===== config.mk =====
export PLATFORM = sky130hd
export DESIGN_NAME = cqdm_top
export DESIGN_NICKNAME = d
export VERILOG_FILES = /design/src/hw/cqdm_pkg.sv /design/src/hw/cqdm_top.sv
export VERILOG_INCLUDE_DIRS = /design/src /design/src/hw
export SDC_FILE = /design/constraint.sdc
export NUM_CORES = 2
export LEC_CHECK = 0
export BUFFER_PORTS_ARGS = -buffer_cell sky130_fd_sc_hd__buf_2
export CAP_MARGIN = 10
export CORE_ASPECT_RATIO = 0.8
export CORE_MARGIN = 2
export CORE_UTILIZATION = 55
export DETAILED_ROUTE_END_ITERATION = 10
export HOLD_SLACK_MARGIN = 0.03
export MAX_ROUTING_LAYER = met4
export PLACE_DENSITY = 0.72
export SYNTH_ARGS = -nofsm -noshare
export SYNTH_HDL_FRONTEND = slang
export SYNTH_SLANG_ARGS = --single-unit
export TNS_END_PERCENT = 50

===== constraint.sdc =====
create_clock -name clk -period 7.5 [get_ports clk]
set_input_delay 1.5 -clock clk [delete_from_list [all_inputs] [get_ports clk]]
set_output_delay 1.5 -clock clk [all_outputs]
set_load 0.03 [all_outputs]

===== src/hw/cqdm_map.svh =====
`ifndef CQDM_MAP_SVH
`define CQDM_MAP_SVH

`define CQDM_OFS_OVF_MASK  8'h64
`define CQDM_OFS_OVF_VEC   8'h68
`define CQDM_OFS_CONFIG    8'h74
`define CQDM_OFS_LIMIT0    8'h78
`define CQDM_OFS_LIMIT3    8'h84
`define CQDM_OFS_AVAIL0    8'h88
`define CQDM_OFS_AVAIL3    8'h94
`define CQDM_OFS_WEIGHT0   8'h98
`define CQDM_OFS_WEIGHT1   8'h9c
`define CQDM_OFS_DUR_VEC   8'ha0
`define CQDM_OFS_WMARK0    8'ha4
`define CQDM_OFS_WMARK1    8'ha8

`define CQDM_CFG_Q_EN      0
`define CQDM_CFG_Q_SRST    1
`define CQDM_CFG_Q_RELOAD  2
`define CQDM_CFG_D_EN      6
`define CQDM_CFG_D_SRST    7

`define CQDM_CORES         4
`define CQDM_EV_PER_CORE   2
`define CQDM_EVENTS        8
`define CQDM_COUNTERS      24
`define CQDM_WBITS         8
`define CQDM_CNT_MAX       8'hff
`define CQDM_RESET_WORD    32'h0000_0000

`endif


===== src/hw/cqdm_pkg.sv =====
package cqdm_pkg;

	typedef struct packed {
		logic       psel;
		logic       penable;
		logic       pwrite;
		logic [7:0] paddr;
		logic [31:0] pwdata;
	} cqdm_apb_req_s;

	typedef struct packed {
		logic       durSoftReset;
		logic       durEnable;
		logic [3:0] quotaReload;
		logic       quotaSoftReset;
		logic       quotaEnable;
	} cqdm_cfg_s;

	typedef logic [7:0] cqdm_weight_t;

endpackage


===== src/hw/cqdm_top.sv =====
`timescale 1ns/10ps
`include "cqdm_map.svh"

module cqdm_top
(
	// clock and reset
	input  wire logic                   clk,
	input  wire logic                   rst_n,
	// register port
	input  wire cqdm_pkg::cqdm_apb_req_s apbReq,
	output logic [31:0]                 prdata,
	output logic                        pready,
	output logic                        pslverr,
	// events from crossbar outputs 0..7 and base counter wraps
	input  wire logic [7:0]             eventIn,
	input  wire logic [23:0]            counterWrap,
	input  wire logic                   overflowSoftReset,
	// interrupt lines
	output logic [3:0]                  irqQuota,
	output logic                        irqDuration,
	output logic                        irqOverflow
);

////////////////////////////////////////////////////////////////////////////////
// helpers

function automatic logic [7:0] satInc(input logic [7:0] v);
	satInc = (v == `CQDM_CNT_MAX) ? v : v + 8'h01;
endfunction

function automatic logic [31:0] pack4(input logic [31:0] v);
	pack4 = v;
endfunction

function automatic logic [31:0] coreContention(
	input logic [7:0]  ev,
	input logic [63:0] w,
	input int          core);
	logic [31:0] s;
	s = 32'h0000_0000;
	for (int e = 0; e < `CQDM_EV_PER_CORE; e++)
	begin
		if (ev[core*`CQDM_EV_PER_CORE+e])
			s = s + {24'h000000, w[(core*`CQDM_EV_PER_CORE+e)*8 +: 8]};
	end
	coreContention = s;
endfunction

////////////////////////////////////////////////////////////////////////////////
// register port

cqdm_pkg::cqdm_cfg_s cfgReg, cfgNext;
logic [31:0] limitReg [4];
logic [31:0] limitNext [4];
logic [63:0] weightReg, weightNext;
logic [23:0] ovfMaskReg, ovfMaskNext;
logic [31:0] rdataReg, rdataNext;
logic [31:0] availReg [4];
logic [31:0] availNext [4];
logic [3:0]  quotaIrqReg, quotaIrqNext;
logic [7:0]  durCntReg [8];
logic [7:0]  durCntNext [8];
logic [63:0] wmarkReg, wmarkNext;
logic [7:0]  durVecReg, durVecNext;
logic [23:0] ovfVecReg, ovfVecNext;

logic        wrEn;
logic        mapped;
logic [31:0] rdMux;
logic [7:0]  a;

assign a      = apbReq.paddr;
assign wrEn   = apbReq.psel & apbReq.penable & apbReq.pwrite;
assign pready = 1'b1;
assign prdata = rdataReg;

always_comb
begin
	mapped = 1'b1;
	rdMux  = `CQDM_RESET_WORD;
	case (a)
		`CQDM_OFS_OVF_MASK: rdMux = {8'h00, ovfMaskReg};
		`CQDM_OFS_OVF_VEC:  rdMux = {8'h00, ovfVecReg};
		`CQDM_OFS_CONFIG:   rdMux = {24'h000000, cfgReg};
		`CQDM_OFS_WEIGHT0:  rdMux = weightReg[31:0];
		`CQDM_OFS_WEIGHT1:  rdMux = weightReg[63:32];
		`CQDM_OFS_DUR_VEC:  rdMux = {24'h000000, durVecReg};
		`CQDM_OFS_WMARK0:   rdMux = wmarkReg[31:0];
		`CQDM_OFS_WMARK1:   rdMux = wmarkReg[63:32];
		default:
		begin
			if (a >= `CQDM_OFS_LIMIT0 && a <= `CQDM_OFS_LIMIT3 && a[1:0] == 2'b00)
				rdMux = limitReg[2'(a[3:2] + 2'h2)];
			else if (a >= `CQDM_OFS_AVAIL0 && a <= `CQDM_OFS_AVAIL3 && a[1:0] == 2'b00)
				rdMux = pack4(availReg[2'(a[3:2] + 2'h2)]);
			else
				mapped = 1'b0;
		end
	endcase
end

assign pslverr = apbReq.psel & apbReq.penable & ~mapped;

always_comb
begin
	cfgNext     = cfgReg;
	weightNext  = weightReg;
	ovfMaskNext = ovfMaskReg;
	rdataNext   = rdataReg;
	for (int c = 0; c < `CQDM_CORES; c++)
		limitNext[c] = limitReg[c];
	if (apbReq.psel & ~apbReq.penable & ~apbReq.pwrite)
		rdataNext = rdMux;
	if (wrEn)
	begin
		case (a)
			`CQDM_OFS_OVF_MASK: ovfMaskNext = apbReq.pwdata[23:0];
			`CQDM_OFS_CONFIG:   cfgNext = apbReq.pwdata[7:0];
			`CQDM_OFS_WEIGHT0:  weightNext[31:0] = apbReq.pwdata;
			`CQDM_OFS_WEIGHT1:  weightNext[63:32] = apbReq.pwdata;
			default:
			begin
				if (a >= `CQDM_OFS_LIMIT0 && a <= `CQDM_OFS_LIMIT3 && a[1:0] == 2'b00)
					limitNext[2'(a[3:2] + 2'h2)] = apbReq.pwdata;
			end
		endcase
	end
end

always_ff @(posedge clk or negedge rst_n)
begin
	if (!rst_n)
	begin
		cfgReg     <= '0;
		weightReg  <= 64'h0;
		ovfMaskReg <= 24'h000000;
		rdataReg   <= `CQDM_RESET_WORD;
		for (int c = 0; c < `CQDM_CORES; c++)
			limitReg[c] <= `CQDM_RESET_WORD;
	end
	else
	begin
		cfgReg     <= cfgNext;
		weightReg  <= weightNext;
		ovfMaskReg <= ovfMaskNext;
		rdataReg   <= rdataNext;
		for (int c = 0; c < `CQDM_CORES; c++)
			limitReg[c] <= limitNext[c];
	end
end

////////////////////////////////////////////////////////////////////////////////
// contention quota unit

logic [31:0] cont [4];

always_comb
begin
	for (int c = 0; c < `CQDM_CORES; c++)
	begin
		cont[c]         = coreContention(eventIn, weightReg, c);
		availNext[c]    = availReg[c];
		quotaIrqNext[c] = quotaIrqReg[c];
		if (cfgReg.quotaReload[c])
		begin
			availNext[c]    = limitReg[c];
			quotaIrqNext[c] = 1'b0;
		end
		else if (cfgReg.quotaSoftReset)
		begin
			availNext[c]    = `CQDM_RESET_WORD;
			quotaIrqNext[c] = 1'b0;
		end
		else if (cfgReg.quotaEnable)
		begin
			if (availReg[c] < cont[c])
			begin
				availNext[c]    = `CQDM_RESET_WORD;
				quotaIrqNext[c] = 1'b1;
			end
			else
				availNext[c] = availReg[c] - cont[c];
		end
	end
end

always_ff @(posedge clk or negedge rst_n)
begin
	if (!rst_n)
	begin
		quotaIrqReg <= 4'h0;
		for (int c = 0; c < `CQDM_CORES; c++)
			availReg[c] <= `CQDM_RESET_WORD;
	end
	else
	begin
		quotaIrqReg <= quotaIrqNext;
		for (int c = 0; c < `CQDM_CORES; c++)
			availReg[c] <= availNext[c];
	end
end

assign irqQuota = quotaIrqReg;

////////////////////////////////////////////////////////////////////////////////
// pulse duration monitor

always_comb
begin
	wmarkNext  = wmarkReg;
	durVecNext = durVecReg;
	for (int e = 0; e < `CQDM_EVENTS; e++)
	begin
		durCntNext[e] = durCntReg[e];
		if (cfgReg.durSoftReset)
		begin
			durCntNext[e]        = 8'h00;
			wmarkNext[e*8 +: 8]  = 8'h00;
			durVecNext[e]        = 1'b0;
		end
		else if (cfgReg.durEnable)
		begin
			durCntNext[e] = eventIn[e] ? satInc(durCntReg[e]) : 8'h00;
			if (durCntNext[e] > wmarkReg[e*8 +: 8])
				wmarkNext[e*8 +: 8] = durCntNext[e];
			if (wmarkNext[e*8 +: 8] > weightReg[e*8 +: 8])
				durVecNext[e] = 1'b1;
		end
	end
end

always_ff @(posedge clk or negedge rst_n)
begin
	if (!rst_n)
	begin
		wmarkReg  <= 64'h0;
		durVecReg <= 8'h00;
		for (int e = 0; e < `CQDM_EVENTS; e++)
			durCntReg[e] <= 8'h00;
	end
	else
	begin
		wmarkReg  <= wmarkNext;
		durVecReg <= durVecNext;
		for (int e = 0; e < `CQDM_EVENTS; e++)
			durCntReg[e] <= durCntNext[e];
	end
end

assign irqDuration = |durVecReg;

////////////////////////////////////////////////////////////////////////////////
// overflow detection

always_comb
begin
	ovfVecNext = ovfVecReg;
	if (overflowSoftReset)
		ovfVecNext = 24'h000000;
	ovfVecNext = ovfVecNext | (counterWrap & ovfMaskReg);
end

always_ff @(posedge clk or negedge rst_n)
begin
	if (!rst_n)
		ovfVecReg <= 24'h000000;
	else
		ovfVecReg <= ovfVecNext;
end

assign irqOverflow = |ovfVecReg;
endmodule


# ---- After elaboration in Yosys (flattened, before gate mapping)
# Index checks and enable logic that the tools add are counted.
dict set report totals {
  reg_bits 548
  in_bits 78
  elab_cells 306
}
dict set report classes {
  n_addsub 17
  n_lt_le_gt_ge 26
  n_eq_ne 16
  mux 152
  n_bitwise 12
  reduce_logical 44
}
# operator n
set ops {}
lappend ops {{$mux 32} 27}
lappend ops {{$mux 8} 76}
lappend ops {{$pmux 32 s8} 1}
lappend ops {{$add 32x8->32} 4}
lappend ops {{$bmux 32 s2} 2}
lappend ops {{$bwmux 128} 1}
lappend ops {{$gt 8x8->1} 16}
lappend ops {{$lt 32x32->1} 4}
lappend ops {{$sub 32x32->32} 4}
lappend ops {{$eq 8x8->1 const B} 13}
lappend ops {{$add 8x1->8 const B} 8}
lappend ops {{$demux 32 s2} 1}
lappend ops {{$mux 1} 43}
lappend ops {{$reduce_and 2->1} 16}
lappend ops {{$and 24x24->24} 1}
lappend ops {{$eq 8x7->1 const B} 3}
lappend ops {{$mux 24} 1}
lappend ops {{$or 24x24->24} 1}
lappend ops {{$reduce_bool 3->1} 8}
lappend ops {{$reduce_or 24->1} 1}
lappend ops {{$reduce_bool 2->1} 9}
lappend ops {{$le 8x8->1 const B} 2}
lappend ops {{$reduce_or 8->1} 2}
lappend ops {{$ge 8x7->1 const B} 1}
lappend ops {{other kinds (11)} 22}

# ---- Depth between registers and ports, before layout
dict set report depth {
  word_depth 11
  mapped_depth 24
  mapped_depth_nobuf 23
}

# ---- Worst setup path after synthesis
# OpenSTA, ideal clock, no wires.
dict set report synth_timing {
  path_kind {input -> register}
  start {input port eventIn[6]}
  end {register availReg[7] (netlist bit)}
  arrival_ps 5193
  required_time_ps 7374
  slack_ps 2181
  path_stages 21
  cell_sequence {inv_1 clkbuf_1 nor2_1 ha_1 nor2b_1 nor3_1 o21ai_0 a21o_1 a21o_1 a211o_1 o211ai_1 ha_1 or4_1 nor3_1 nand2_1 o21ai_2 nand2_1 buf_2 buf_2 a221oi_1 nor2_1}
}
dict set report synth_between {
  elab_chain_cells 8
  elab_cells_between_ends 9
  cone_classes {add/sub (2); order compare (1); mux (6)}
}
# item line_no
set synth_rtl {}
lappend synth_rtl {{from (decl)} cqdm_top.sv:15} ;# input wire logic [7:0] eventIn,
lappend synth_rtl {{$mux 8 (*)} cqdm_top.sv:43} ;# if (ev[core*`CQDM_EV_PER_CORE+e])
lappend synth_rtl {{$add 32x8->32} cqdm_top.sv:44} ;# s = s + {24'h000000, w[(core*`CQDM_EV_PER_CORE+e)*8 +: 8]};
lappend synth_rtl {{$mux 32 (*)} cqdm_top.sv:43}
lappend synth_rtl {{$sub 32x32->32 or $lt 32x32->1 (tied branches)} {cqdm_top.sv:182, cqdm_top.sv:176}}
lappend synth_rtl {{$mux 32 (*)} cqdm_top.sv:176} ;# if (availReg[c] < cont[c])
lappend synth_rtl {{$mux 32 (*)} cqdm_top.sv:174} ;# else if (cfgReg.quotaEnable)
lappend synth_rtl {{$mux 32 (*)} cqdm_top.sv:169} ;# else if (cfgReg.quotaSoftReset)
lappend synth_rtl {{$mux 32 (*)} cqdm_top.sv:164} ;# if (cfgReg.quotaReload[c])
lappend synth_rtl {{to (signal, indexed assignment)} cqdm_top.sv:193} ;# availReg[c] <= `CQDM_RESET_WORD;
lappend synth_rtl {{to (signal, indexed assignment)} cqdm_top.sv:199} ;# availReg[c] <= availNext[c];
lappend synth_rtl {{to (decl)} cqdm_top.sv:58} ;# logic [31:0] availReg [4];
# Every way passes the cells marked *; elsewhere a longest branch is shown, timed or not. The select of a mux whose other input is x is not followed.
# A chain may end at the register's enable or synchronous reset.

# ---- Worst setup path in the final report
dict set report layout_timing {
  start {input port eventIn[4]}
  end {register availReg[41] (netlist bit)}
}
# The elaborated chain is that of the path after synthesis.

==> impl_metrics.json <==
{
  "drc": 0,
  "cp-end-kind": "register",
  "cts_sinks": 548,
  "clockPowerShare": 0.309,
  "synth-simple-area-share": 0.141,
  "place.gp.congestion": 1.05,
  "worstMarginPinSlew_ns": 1.24,
  "relSlewSlack": 0.174,
  "synth_top_family_by_area": "multiplexers",
  "slowest_delay_ns": 0.61,
  "die_h_um": 230,
  "p_per_area_nw_per_um2": 258,
  "io_buffer_count": 116,
  "report.final.slew_viol_count": 0,
  "post_cts_resized": 0,
  "status": "complete, no violations",
  "synth_compound_area_frac": 0.165,
  "syn_area_sq_um": 35100,
  "skew_ns": 0.0171,
  "synthTopCellsByArea": "dfrtp_1 (39%), mux2_2 (8.2%), ha_1 (7.1%)",
  "worstSetupPathType": "in -> reg",
  "ys_top_cells_by_count": "dfrtp_1 (548), nor2_1 (351), mux2_2 (256)",
  "synth_edf_count": 0,
  "rows": 82,
  "cp-start-kind": "input pin",
  "io_pins": 118,
  "grt_pass1_wl_um": 184000,
  "critPathTopFamily": "simple AND/OR/NAND/NOR gates",
  "finalNonFillerCells": 4489,
  "synth.area.mux_share": 0.169,
  "tritoncts": "yes",
  "p_leak_nw": 18.1,
  "worst_path_max_delay_cell": "o31ai_4",
  "nets": 3884,
  "cts_hold_buffers": 0,
  "p_seq_frac": 0.400,
  "dr.pass1.iters": 6,
  "drive_gt1_frac": 0.169,
  "synth_xor_area_frac": 0.0175,
  "routed_wl_um": 123000,
  "ir_worst_vdd_mv": 0.202,
  "finalHoldWorstSlack_ns": 0.470,
  "synth_fp_nets": 3840,
  "cts_buffers": 58,
  "initial_core_util": 0.558,
  "maxCapViolCount": 0,
  "fin_crit_ns": 5.92,
  "synth.most_common_cell": "dfrtp_1",
  "worstPathCellList": "buf_2 -> and2_1 -> ha_1 -> inv_1 -> fa_1 -> nor2b_1 -> nor3_1 -> o21ai_0 -> a21o_1 -> a21o_1 -> a211o_1 -> o211ai_1 -> ha_1 -> nor4_1 -> nand4b_1 -> or2_4 -> o31ai_4 -> nor2_1 -> and3b_1 -> a221o_1",
  "power_mw": 9.91,
  "path_buf_inv": 2,
  "synth_ff_type": "dfrtp_1",
  "path_clk_slew_ns": 0.06,
  "finalSetupTns_ns": 0,
  "cts_setup_buffers": 0,
  "synthAdderAreaFrac": 0.0759,
  "clockBufferDepth": 3,
  "die_w_um": 286,
  "critPathArrivalTime_ns": 6.45,
  "grt_pass1_vias": 28200,
  "hold_violations": 0,
  "synth.distinct_cells": 86,
  "ys_warn_count": 0,
  "p_int_mw": 6.33,
  "coreArea_sq_um": 62800,
  "ys_ff_latch": 548,
  "period_share": 0.789,
  "grt_max_degree": 141,
  "p_sw_frac": 0.361,
  "die_area_sq_um": 65800,
  "drt_iter0_drc": 4090,
  "wl_per_cell_um": 27.4,
  "async_flop_share": 1.00,
  "clock-root-buffer": "clkbuf_16",
  "syn_to_final_growth_pct": 9.62,
  "power_frac_comb": 0.291,
  "synth_top_area_share": 0.391,
  "vias": 30100,
  "crit_path_max_fanout": 16,
  "ys_seq_area_frac": 0.391,
  "vias_per_cell": 6.71,
  "p_sw_mw": 3.58,
  "avgSynthCellArea_sq_um": 9.86,
  "cp.required_ns": 8.02,
  "htree_levels": 2,
  "dp_cells": 4378,
  "dpl.hpwl_um": 90900,
  "fmaxAchievable_mhz": 169,
  "insertion_delay_ns": 0.64,
  "rsz0062_at_grt": "no",
  "hold_path_class": "reg -> reg",
  "drtAntennaViolNets": 0,
  "antenna_found_initial": 4,
  "r2r_setup_slack_ns": 2.11,
  "final_core_util": 0.612,
  "track_usage": 0.385,
  "final-setup-viol-count": 0,
  "syn_inst": 3554,
  "grt_overflow": 0,
  "synth_area_leader_cell": "dfrtp_1"
}
## registers in the layout, summed over array words and instances (netlist names)
signal / count
availReg: 128
cfgReg: 8
durCntReg: 64
durVecReg: 8
irqQuota: 4
limitReg: 128
ovfMaskReg: 24
ovfVecReg: 24
prdata: 32
weightReg: 64
wmarkReg: 64
## power by group through the flow
stage	clock network [mW]	registers, mW	logic [mW]
6_report	3.06	3.96	2.88
5_1_grt	3.20	3.98	3.14
4_1_cts	3.08	3.91	2.83
3_5_place_dp	0	3.95	2.81
3_3_place_gp	0	3.96	2.78
2_1_floorplan	0	3.70	2.06
## per-stage QoR
| step | cell area, sq um | setup slack [ns] |
|---|---|---|
| 2_1_floorplan | 35100 | 2.18 |
| 3_3_place_gp | 36500 | 1.15 |
| 3_5_place_dp | 36500 | 1.04 |
| 4_1_cts | 38400 | 1.73 |
| 5_1_grt | 38400 | 1.23 |
| 6_report | 38400 | 1.58 |
## kinds of logic (layout without fill, tap and decap cells)
family	count (synthesis)	count (layout)
adders and majority gates	208	208
other	1	6
AOI/OAI and AO/OA	845	845
xor gates and xnor gates	70	70
and+or+nand+nor	1031	1031
buffers and inverters	371	461
muxes	480	480
DFF	548	548
## final cells by class
type                            count  area, sq um
Clock buffer                       88         1720
Tap cell                          840         1050
Inverter                          188          706
Clock inverter                     18          249
Timing Repair Buffer              167         1000
Multi-Input combinational cell   2635        20000
Sequential cell                   548        13700
Antenna cell                        5         12.5
Fill cell                        5260        24400
## metal layers
metal | track usage | share of wire | up-vias | routed length [um]
met5 | - | 0 | - | 0
met2 | 0.532 | 0.42 | 1790 | 51200
met3 | 0.0977 | 0.12 | 284 | 14600
met1 | 0.532 | 0.41 | 14800 | 50700
met4 | 0.173 | 0.053 | 0 | 6470
li1 | - | - | 13300 | -
## placed cells by master, fill, tap and decap left out, types with 36 or more instances in the layout
cell,instances
o21a_1,36
mux2i_1,160
a31oi_1,41
xnor2_1,43
a21o_1,69
mux2_2,256
buf_2,113
nor2b_1,38
a22oi_1,62
ha_1,200
nand4_1,42
a21oi_1,143
clkbuf_16,59
mux4_2,64
buf_4,51
dfrtp_1,546
nand2_1,238
a221oi_1,41
nand2b_1,36
inv_1,182
nand3_1,85
o21ai_0,205
nor3_1,58
nor2_1,348
## final timing paths
check / startpoint / end / cells past startpoint
max: eventIn[4] / availReg[41] / 20
max reg2reg: weightReg[32] / availReg[41] / 19
max in group asynchronous: rst_n / cfgReg[7] / 2
min in group asynchronous: rst_n / limitReg[92] / 1
min: prdata[19] / prdata[19] / 1
min reg2reg: prdata[19] / prdata[19] / 1
(Power assumes the default switching activity.)
